File: src/pkg/dfd_pkg.sv
/*
  Constants shared by the duplicate frame detector and its id allocator.
  Assumes one 20 MHz clock and a synchronous active-low reset.
*/
package dfd_pkg;
  localparam int ADDR_W      = 7;
  localparam int ID_W        = 8;
  localparam int FCS_W       = 32;
  localparam int OCT_W       = 16;
  localparam int DCNT_W      = 4;
  localparam int RCNT_W      = 3;
  localparam int DEPTH       = 16;
  localparam int IDX_W       = 4;
  localparam int NUM_IDS     = 256;
  localparam int MAX_PER_SRC = 255;
  localparam logic [RCNT_W-1:0] RX_LIMIT   = 3'h7;
  localparam logic [RCNT_W-1:0] RCNT_FIRST = 3'h1;
  localparam logic [ID_W-1:0]   ID_RST     = 8'h00;
  localparam logic [IDX_W-1:0]  WPTR_RST   = 4'h0;
endpackage

File: src/design/dfd_id_alloc.sv
/*
  Originator id allocator: hands out identification numbers that are not
  currently outstanding and frees them on acknowledgement.
  Assumes requests and acks are one-cycle pulses synchronous to clk.
*/
`timescale 1ns/1ps
module dfd_id_alloc
  import dfd_pkg::*;
(
  input  wire logic            clk,
  input  wire logic            rst_n,
  input  wire logic            alloc_req,
  input  wire logic            ack_valid,
  input  wire logic [ID_W-1:0] ack_id,
  output logic                 alloc_valid,
  output logic [ID_W-1:0]      alloc_id
);
  logic [NUM_IDS-1:0] busy;
  logic [NUM_IDS-1:0] next_busy;
  logic [ID_W-1:0]    cand;
  logic [ID_W-1:0]    next_cand;
  logic               pend;
  logic               next_pend;
  logic               next_alloc_valid;
  logic [ID_W-1:0]    next_alloc_id;
  logic               want;

  assign want = pend | alloc_req;

  // ==========================================================
  // Allocation
  always_comb begin
    next_busy        = busy;
    next_cand        = cand;
    next_pend        = want;
    next_alloc_valid = 1'b0;
    next_alloc_id    = alloc_id;
    if (ack_valid) begin
      next_busy[ack_id] = 1'b0;
    end
    if (!busy[cand]) begin
      if (want) begin
        // Grant tests registered busy, so an id freed by an ack goes out a cycle later at the earliest; the set after the ack clear wins
        next_busy[cand]  = 1'b1;
        next_alloc_valid = 1'b1;
        next_alloc_id    = cand;
        next_pend        = 1'b0;
        next_cand        = cand + 8'h01;
      end
    end else begin
      // Keep scanning so a free id is ready before the next request
      next_cand = cand + 8'h01;
    end
  end

  always_ff @(posedge clk) begin
    if (!rst_n) begin
      busy        <= '0;
      cand        <= ID_RST;
      pend        <= 1'b0;
      alloc_valid <= 1'b0;
      alloc_id    <= ID_RST;
    end else begin
      busy        <= next_busy;
      cand        <= next_cand;
      pend        <= next_pend;
      alloc_valid <= next_alloc_valid;
      alloc_id    <= next_alloc_id;
    end
  end

  // ==========================================================
  // Checks
  grant_free_a: assert property (@(posedge clk) disable iff (!rst_n)
    want && !busy[cand] |=> alloc_valid && alloc_id == $past(cand))
    else $error("free candidate not granted");
  grant_busy_a: assert property (@(posedge clk) disable iff (!rst_n)
    alloc_valid |-> busy[alloc_id])
    else $error("granted id not held outstanding");
endmodule

File: src/design/dfd_detector.sv
/*
  Duplicate detection for received acknowledged-information commands, with
  the originator id allocator alongside.
  Assumes frame fields arrive parsed and FCS-checked in one cycle pulse.
*/
`timescale 1ns/1ps
module dfd_detector
  import dfd_pkg::*;
(
  input  wire logic              clk,
  input  wire logic              rst_n,
  input  wire logic              acked_info_command,
  input  wire logic [ADDR_W-1:0] rx_src,
  input  wire logic [ADDR_W-1:0] rx_dst,
  input  wire logic [ID_W-1:0]   rx_id,
  input  wire logic [FCS_W-1:0]  rx_fcs,
  input  wire logic [OCT_W-1:0]  rx_octets,
  input  wire logic [DCNT_W-1:0] rx_dcount,
  input  wire logic              network_join_message,
  input  wire logic              network_leave_message,
  input  wire logic [ADDR_W-1:0] station_addr,
  input  wire logic              tx_id_req,
  input  wire logic              tx_ack_valid,
  input  wire logic [ID_W-1:0]   tx_ack_id,
  output logic                   res_valid,
  output logic                   res_dup,
  output logic                   res_deliver,
  output logic                   tx_id_valid,
  output logic [ID_W-1:0]        tx_id
);
  // ==========================================================
  // History table
  logic [DEPTH-1:0]  v;
  logic [ADDR_W-1:0] h_src [DEPTH];
  logic [ADDR_W-1:0] h_dst [DEPTH];
  logic [ID_W-1:0]   h_id [DEPTH];
  logic [FCS_W-1:0]  h_fcs [DEPTH];
  logic [OCT_W-1:0]  h_oct [DEPTH];
  logic [DCNT_W-1:0] h_dcnt [DEPTH];
  logic [RCNT_W-1:0] h_rcnt [DEPTH];
  logic [IDX_W-1:0]  wptr;

  logic [DEPTH-1:0]  next_v;
  logic [ADDR_W-1:0] next_src [DEPTH];
  logic [ADDR_W-1:0] next_dst [DEPTH];
  logic [ID_W-1:0]   next_id [DEPTH];
  logic [FCS_W-1:0]  next_fcs [DEPTH];
  logic [OCT_W-1:0]  next_oct [DEPTH];
  logic [DCNT_W-1:0] next_dcnt [DEPTH];
  logic [RCNT_W-1:0] next_rcnt [DEPTH];
  logic [IDX_W-1:0]  next_wptr;
  logic              next_res_valid;
  logic              next_res_dup;
  logic              next_res_deliver;

  logic              purge;
  logic [DEPTH-1:0]  purge_hit;
  logic [DEPTH-1:0]  src_hit;
  logic [DEPTH-1:0]  hit;
  logic              any_hit;
  logic [IDX_W-1:0]  hidx;
  logic [RCNT_W-1:0] hit_rcnt;
  logic              is_dup;
  logic [8:0]        src_cnt;

  assign purge = network_join_message | network_leave_message;

  // ==========================================================
  // Parallel compare
  genvar g;
  generate
    for (g = 0; g < DEPTH; g++) begin : g_cmp
      assign purge_hit[g] = purge && v[g] && h_src[g] == station_addr;
      // A join or leave in the same cycle empties the sender first
      assign src_hit[g] = v[g] && !purge_hit[g] && h_src[g] == rx_src;
      assign hit[g]     = src_hit[g] && h_id[g] == rx_id;
    end
  endgenerate

  always_comb begin
    any_hit = 1'b0;
    hidx    = '0;
    src_cnt = '0;
    for (int i = DEPTH - 1; i >= 0; i--) begin
      if (hit[i]) begin
        any_hit = 1'b1;
        hidx    = IDX_W'(i);
      end
      src_cnt = src_cnt + {8'h00, src_hit[i]};
    end
    hit_rcnt = h_rcnt[hidx];
    // Duplicate test: same octets, under the receive limit, and lower dcount or same dcount and FCS; a miss means non-duplicate
    is_dup = any_hit && h_oct[hidx] == rx_octets && hit_rcnt < RX_LIMIT
             && (rx_dcount < h_dcnt[hidx]
                 || (rx_dcount == h_dcnt[hidx] && rx_fcs == h_fcs[hidx]));
  end

  // ==========================================================
  // Table update and verdict
  always_comb begin
    next_v           = v & ~purge_hit;
    next_src         = h_src;
    next_dst         = h_dst;
    next_id          = h_id;
    next_fcs         = h_fcs;
    next_oct         = h_oct;
    next_dcnt        = h_dcnt;
    next_rcnt        = h_rcnt;
    next_wptr        = wptr;
    next_res_valid   = acked_info_command;
    next_res_dup     = 1'b0;
    next_res_deliver = 1'b0;
    if (acked_info_command) begin
      if (is_dup) begin
        next_rcnt[hidx] = hit_rcnt + RCNT_FIRST;
        next_res_dup    = 1'b1;
      end else begin
        if (any_hit) begin
          next_v = next_v & ~src_hit;
        end
        next_res_deliver = 1'b1;
        // Ring insertion: wptr always names the oldest slot, so a full
        // table evicts the oldest entry; purged holes age out with it
        next_v[wptr]    = 1'b1;
        next_src[wptr]  = rx_src;
        next_dst[wptr]  = rx_dst;
        next_id[wptr]   = rx_id;
        next_fcs[wptr]  = rx_fcs;
        next_oct[wptr]  = rx_octets;
        next_dcnt[wptr] = rx_dcount;
        next_rcnt[wptr] = RCNT_FIRST;
        next_wptr       = wptr + 4'h1;
      end
    end
  end

  always_ff @(posedge clk) begin
    if (!rst_n) begin
      v           <= '0;
      wptr        <= WPTR_RST;
      res_valid   <= 1'b0;
      res_dup     <= 1'b0;
      res_deliver <= 1'b0;
    end else begin
      v           <= next_v;
      wptr        <= next_wptr;
      res_valid   <= next_res_valid;
      res_dup     <= next_res_dup;
      res_deliver <= next_res_deliver;
    end
  end

  // Payload fields need no reset; valid bits guard them
  always_ff @(posedge clk) begin
    h_src  <= next_src;
    h_dst  <= next_dst;
    h_id   <= next_id;
    h_fcs  <= next_fcs;
    h_oct  <= next_oct;
    h_dcnt <= next_dcnt;
    h_rcnt <= next_rcnt;
  end

  // ==========================================================
  // Originator ids
  dfd_id_alloc u_dfd_id_alloc (
    .clk         (clk),
    .rst_n       (rst_n),
    .alloc_req   (tx_id_req),
    .ack_valid   (tx_ack_valid),
    .ack_id      (tx_ack_id),
    .alloc_valid (tx_id_valid),
    .alloc_id    (tx_id)
  );

  // ==========================================================
  // Checks
  nondup_verdict_a: assert property (@(posedge clk) disable iff (!rst_n)
    acked_info_command && !any_hit |=> res_valid && !res_dup && res_deliver)
    else $error("unmatched frame not passed as new");
  dup_verdict_a: assert property (@(posedge clk) disable iff (!rst_n)
    acked_info_command |=> res_valid && res_dup == $past(is_dup))
    else $error("duplicate verdict wrong");
  rx_limit_a: assert property (@(posedge clk) disable iff (!rst_n)
    acked_info_command && any_hit && hit_rcnt == RX_LIMIT |=> !res_dup)
    else $error("frame seen seven times called duplicate");
  count_bump_a: assert property (@(posedge clk) disable iff (!rst_n)
    acked_info_command && is_dup |=> h_rcnt[$past(hidx)] == $past(hit_rcnt) + RCNT_FIRST && !res_deliver)
    else $error("duplicate count not bumped");
  insert_entry_a: assert property (@(posedge clk) disable iff (!rst_n)
    acked_info_command && !is_dup |=> v[$past(wptr)] && h_rcnt[$past(wptr)] == RCNT_FIRST
                                      && h_id[$past(wptr)] == $past(rx_id))
    else $error("new frame not recorded");
  mismatch_purge_a: assert property (@(posedge clk) disable iff (!rst_n)
    acked_info_command && any_hit && !is_dup
    |=> v == (($past(v) & ~$past(src_hit) & ~$past(purge_hit)) | (DEPTH'(1) << $past(wptr))))
    else $error("sender history kept after mismatch");
  entry_fields_a: assert property (@(posedge clk) disable iff (!rst_n)
    acked_info_command && !is_dup
    |=> h_src[$past(wptr)] == $past(rx_src) && h_dst[$past(wptr)] == $past(rx_dst)
        && h_fcs[$past(wptr)] == $past(rx_fcs) && h_oct[$past(wptr)] == $past(rx_octets)
        && h_dcnt[$past(wptr)] == $past(rx_dcount))
    else $error("new entry fields not stored");
  // Only new frames move the ring; a duplicate must not age the table
  ring_advance_a: assert property (@(posedge clk) disable iff (!rst_n)
    acked_info_command && !is_dup |=> wptr == $past(wptr) + 4'h1)
    else $error("ring pointer not advanced on insert");
  deliver_only_a: assert property (@(posedge clk) disable iff (!rst_n)
    res_deliver == (res_valid && !res_dup))
    else $error("delivery flag disagrees with verdict");
  join_purge_a: assert property (@(posedge clk) disable iff (!rst_n)
    purge && !acked_info_command |=> (v & $past(purge_hit)) == '0)
    else $error("join or leave did not purge sender");
  sender_cap_a: assert property (@(posedge clk) disable iff (!rst_n)
    src_cnt <= MAX_PER_SRC)
    else $error("sender history over limit");

  dup_seen_c:    cover property (@(posedge clk) disable iff (!rst_n) res_valid && res_dup);
  mismatch_c:    cover property (@(posedge clk) disable iff (!rst_n) acked_info_command && any_hit && !is_dup);
  join_purge_c:  cover property (@(posedge clk) disable iff (!rst_n) purge && |purge_hit);
  wrap_c:        cover property (@(posedge clk) disable iff (!rst_n) acked_info_command && !is_dup && &v);
  seventh_c:     cover property (@(posedge clk) disable iff (!rst_n) acked_info_command && any_hit
                                 && hit_rcnt == RX_LIMIT);
endmodule

File: config.mk
export PLATFORM = sky130hd
export DESIGN_NAME = dfd_detector
export DESIGN_NICKNAME = d
export VERILOG_FILES = /design/src/pkg/dfd_pkg.sv /design/src/design/dfd_id_alloc.sv /design/src/design/dfd_detector.sv
export SDC_FILE = /design/constraint.sdc
export NUM_CORES = 2
export LEC_CHECK = 0
export BUFFER_PORTS_ARGS = -buffer_cell sky130_fd_sc_hd__buf_2
export CORE_UTILIZATION = 55
export CTS_BUF_LIST = sky130_fd_sc_hd__clkbuf_2 sky130_fd_sc_hd__clkbuf_4 sky130_fd_sc_hd__clkbuf_8
export CTS_CLUSTER_SIZE = 8
export DETAILED_ROUTE_END_ITERATION = 16
export GPL_ROUTABILITY_DRIVEN = 0
export PLACE_DENSITY = 0.78
export SLEW_MARGIN = 20
export SYNTH_ARGS = -nofsm -noshare
export SYNTH_HDL_FRONTEND = slang
export SYNTH_HIERARCHICAL = 1
export SYNTH_SLANG_ARGS = --single-unit
File: constraint.sdc
create_clock -name clk -period 13 [get_ports clk]
set_input_delay 1.3 -clock clk [delete_from_list [all_inputs] [get_ports clk]]
set_output_delay 1.3 -clock clk [all_outputs]
set_load 0.01 [all_outputs]
==> results by group <==
Floorplan
  – CORE AREA: 113000 µm²
  – Die Y: 339 µm
  – Starting Density: 55.5%
  – Die area: 115000 µm²
  – Die X: 339 µm
  – I/O pins: 108
  – Site Rows: 123

Yosys
  – Synth Net Count: 4939
  – Number of synthesized flops with an enable pin: 1120
  – Distinct cells, synth: 106
  – Synthesized cell area: 62500 µm²
  – Synth area leaders: edfxtp_1 54%, dfxtp_1 9.5%, xor2_1 3.5%, o211ai_1 3.0%, mux2i_1 2.9%
  – Post-synth top area share: 53.8%
  – Synth Register Bits: 1417
  – Sequential element share of the synthesized area: 63.3%
  – Ys async rst share: 0%
  – Synth area leader: edfxtp_1
  – Synth Area per Inst: 12.9 µm²
  – Yosys warning count: 6
  – Cells after Synth: 4830
  – Top FF cell, synth: edfxtp_1

Layout
  – Share of cells above drive strength 1: 14.0%
  – Fin nets: 4990
  – Layout area overhead: 9.61%

Critical path
  – R2R cell count: 24
  – CP Data Required Time: 13.45 ns
  – Critical Path AT: 10.76 ns
  – Kind of critical path: in2reg
  – Worst-path fanout max: 48
  – Crit start category: input pin
  – Setup crit end kind: register

Global routing
  – GRT Overall Usage: 30.9%
  – Global-route wire length before repair: 269000 µm
  – Initial antenna violation count: 19
  – Largest net degree at the start of global routing: 127
  – Vias in the first global route: 42931
  – GRT Residual Overflow: 0

Clock tree
  – Inserted Clock Buffers: 219
  – Post_cts resized: 0
  – H-tree depth: 4
  – Clk root buf: clkbuf_8
  – Reg clk slew, reported paths: 0.06 ns
  – CTS tree: built
  – Later-pin clock latency in the skew report: 0.96 ns
  – Clock Tree Buf Depth: 3
  – Sink Count: 1417
  – Post-CTS Hold Buffers: 0
  – Setup Buffers After CTS: 0

Timing
  – Setup TNS: 0 ns
  – Post-route minimum period: 10.30 ns
  – Slew margin rel.: 19.0%
  – Max Clock Freq: 97.1 MHz
  – Endpoints failing hold: 0
  – Actual slew at the worst max-slew pin: 1.21 ns
  – Period utilization: 79.2%
  – RSZ-0062 raised after global routing: false
  – Max Slew Vio Count: 0
  – Final Setup Violations: 0
  – Worst Skew: 0.116 ns
  – Min Hold Slack: 0.485 ns

Drt
  – Met3 wire len: 23400 µm
  – Met2 wire len: 83200 µm
  – Post-DRT Antenna Nets: 0
  – Drt drc: 0
  – WL per Instance: 27.7 µm
  – Routed Wire Length: 181000 µm
  – M1 wire length: 65800 µm
  – Max layer used: met5
  – 1st-iter DRT viols: 6383
  – Vias post-DR: 44203
  – DR pass1 iterations: 8
  – Avg Vias per Cell: 6.76

Power and ir drop
  – Total chip power: 0.00944 W
  – PwrDens: 138 nW/µm²
  – Leakage power: 22.4 nW
  – Worst VDD drop: 0.102 mV

Min path
  – Hold/Removal Path Class: reg2reg
  – Worst hold stages: 2

Outcome
  – Outcome: finished, final reports clean

Run
  – Max-cap violations: 0

Placed design
  – Hpwl dp: 104000 µm
  – IO buf count: 100
==> registers in the layout (all words and copies together) (netlist names) <==
| register | cells |
|---|---|
| u_dfd_id_alloc/alloc_id | 8 |
| u_dfd_id_alloc/cand | 8 |
| h_fcs | 512 |
| h_dcnt | 64 |
| wptr | 4 |
| h_oct | 256 |
| h_id | 128 |
| res_valid | 1 |
| u_dfd_id_alloc/pend | 1 |
| res_dup | 1 |
| h_rcnt | 48 |
| u_dfd_id_alloc/busy | 256 |
| h_src | 112 |
| res_deliver | 1 |
| v | 16 |
| u_dfd_id_alloc/alloc_valid | 1 |
==> cell families (layout without fill, tap and decap cells) <==
group / count (synthesis) / count (layout) / share of synthesized area (%)
mux: 263 / 263 / 5.28
other cells: 0 / 9 / 0
buf+inv: 390 / 594 / 3.12
compound gates: 1220 / 1220 / 13.5
simple gates: 1149 / 1149 / 9.23
flops: 1417 / 1417 / 63.3
xor+xnor: 378 / 378 / 5.29
fa+ha+maj: 13 / 13 / 0.260
==> critical path, cell delays in order <==
cell and delay [ns]:
buf_2 0.58, xor2_1 0.14, nor4_1 0.75, nand4_1 0.26, o2bb2ai_1 0.73, a211oi_1 0.29, o21ai_2 0.22, buf_4 0.32
nand2_1 0.67, buf_4 0.44, nand2_1 0.08, nand3_1 0.08, nand2_1 0.14, o22ai_1 0.08, nor2_1 0.12, ha_1 0.15
nand4_1 0.48, a31oi_1 0.36, nand4_1 0.15, a2111o_1 0.35, or4_1 0.77, o311ai_4 0.92, buf_4 0.37, a21oi_4 0.29
buf_4 0.60
==> worst paths after layout <==
path	to	from	slack, ns
worst min-delay path	u_dfd_id_alloc/busy[227]	u_dfd_id_alloc/busy[227]	0.48
worst max-delay path	h_fcs[54]	rx_id[6]	2.70
worst min register to register	u_dfd_id_alloc/busy[227]	u_dfd_id_alloc/busy[227]	0.48
worst max register to register	h_fcs[54]	h_id[9]	3.27
==> cells in the final DEF (no fill, tap or decap), types with 17 or more instances in the layout <==
cell type,netlist,layout
mux2_2,31,31
a32o_1,17,17
mux4_2,41,41
a2111oi_0,30,30
nor3_1,65,65
a22oi_1,33,33
xor2_1,250,249
a221oi_1,19,19
o31ai_1,37,37
a21oi_1,92,76
o2111ai_1,17,17
clkbuf_8,2,238
o21ai_0,317,316
buf_4,34,92
nand3_1,238,237
nand2_1,373,370
o22ai_1,73,71
a211oi_1,93,93
mux2i_1,180,180
xnor2_1,128,128
clkbuf_4,0,91
o21a_1,29,29
nor2_1,125,120
nand4_1,78,78
clkinv_1,0,20
nand2b_1,17,17
inv_1,25,25
and3_1,66,66
a21boi_0,24,24
dfxtp_1,297,295
edfxtp_1,1120,1120
nor4_1,67,67
a221o_1,30,30
o211ai_1,249,249
nor2b_1,19,19
buf_2,108,99
a31oi_1,28,27
==> Yosys cell counts, types with 14 or more instances <==
cell,instances
o211ai_1,249
o2111ai_1,17
mux2_2,31
a22oi_1,33
inv_1,25
buf_4,34
nand3_1,238
nor2b_1,19
a221oi_1,19
buf_1,23
a2111oi_0,30
o21ai_1,15
edfxtp_1,1120
mux4_2,41
and3_1,66
buf_2,108
a32oi_1,16
nand2b_1,17
a32o_1,17
or2_2,14
nand2_1,373
o22ai_1,73
and2_1,16
nor3_1,65
dfxtp_1,297
clkbuf_1,168
a221o_1,30
a31oi_1,28
o21a_1,29
a21boi_0,24
xnor2_1,128
nand4_1,78
nor4_1,67
nor2_1,125
mux2i_1,180
xor2_1,250
o21ai_0,317
a21oi_1,92
o31ai_1,37
buf_6,25
a211oi_1,93
==> layout make-up <==
type / count / area (µm²)
Inverter: 25 / 93.8
Antenna cell: 9 / 22.5
Clock inverter: 46 / 424
Timing Repair Buffer: 195 / 1270
Multi-Input combinational cell: 3023 / 21300
Fill cell: 8379 / 44100
Clock buffer: 328 / 3950
Tap cell: 1500 / 1880
Sequential cell: 1417 / 39600
==> routing by layer <==
metal	up-vias	GRT usage, %
met5	-	0
met4	20	15.8
met3	618	7.47
met2	3201	47.7
met1	21475	41.0
li1	18889	-
==> where the power goes <==
group	leakage, nW	internal [W]	switching, W
registers	12.6	0.00498	0.0000509
logic	7.53	0.000196	0.000476
clock network	2.33	0.00197	0.00177
total	22.4	0.00714	0.00229
==> stage by stage <==
| step | area [µm²] | instances | util, % | setup slack [ns] |
|---|---|---|---|---|
| 2_1_floorplan | 62500 | 4830 | - | 3.08 |
| 3_3_place_gp | 64100 | 6159 | 56.9 | 2.42 |
| 3_5_place_dp | 64100 | 6159 | 56.9 | 2.23 |
| 4_1_cts | 68500 | 6533 | 60.8 | 3.17 |
| 5_1_grt | 68500 | 6541 | 60.9 | 2.50 |
| 6_report | 68600 | 6543 | 60.9 | 2.70 |
Note: power is estimated with default switching activity, not from simulation.
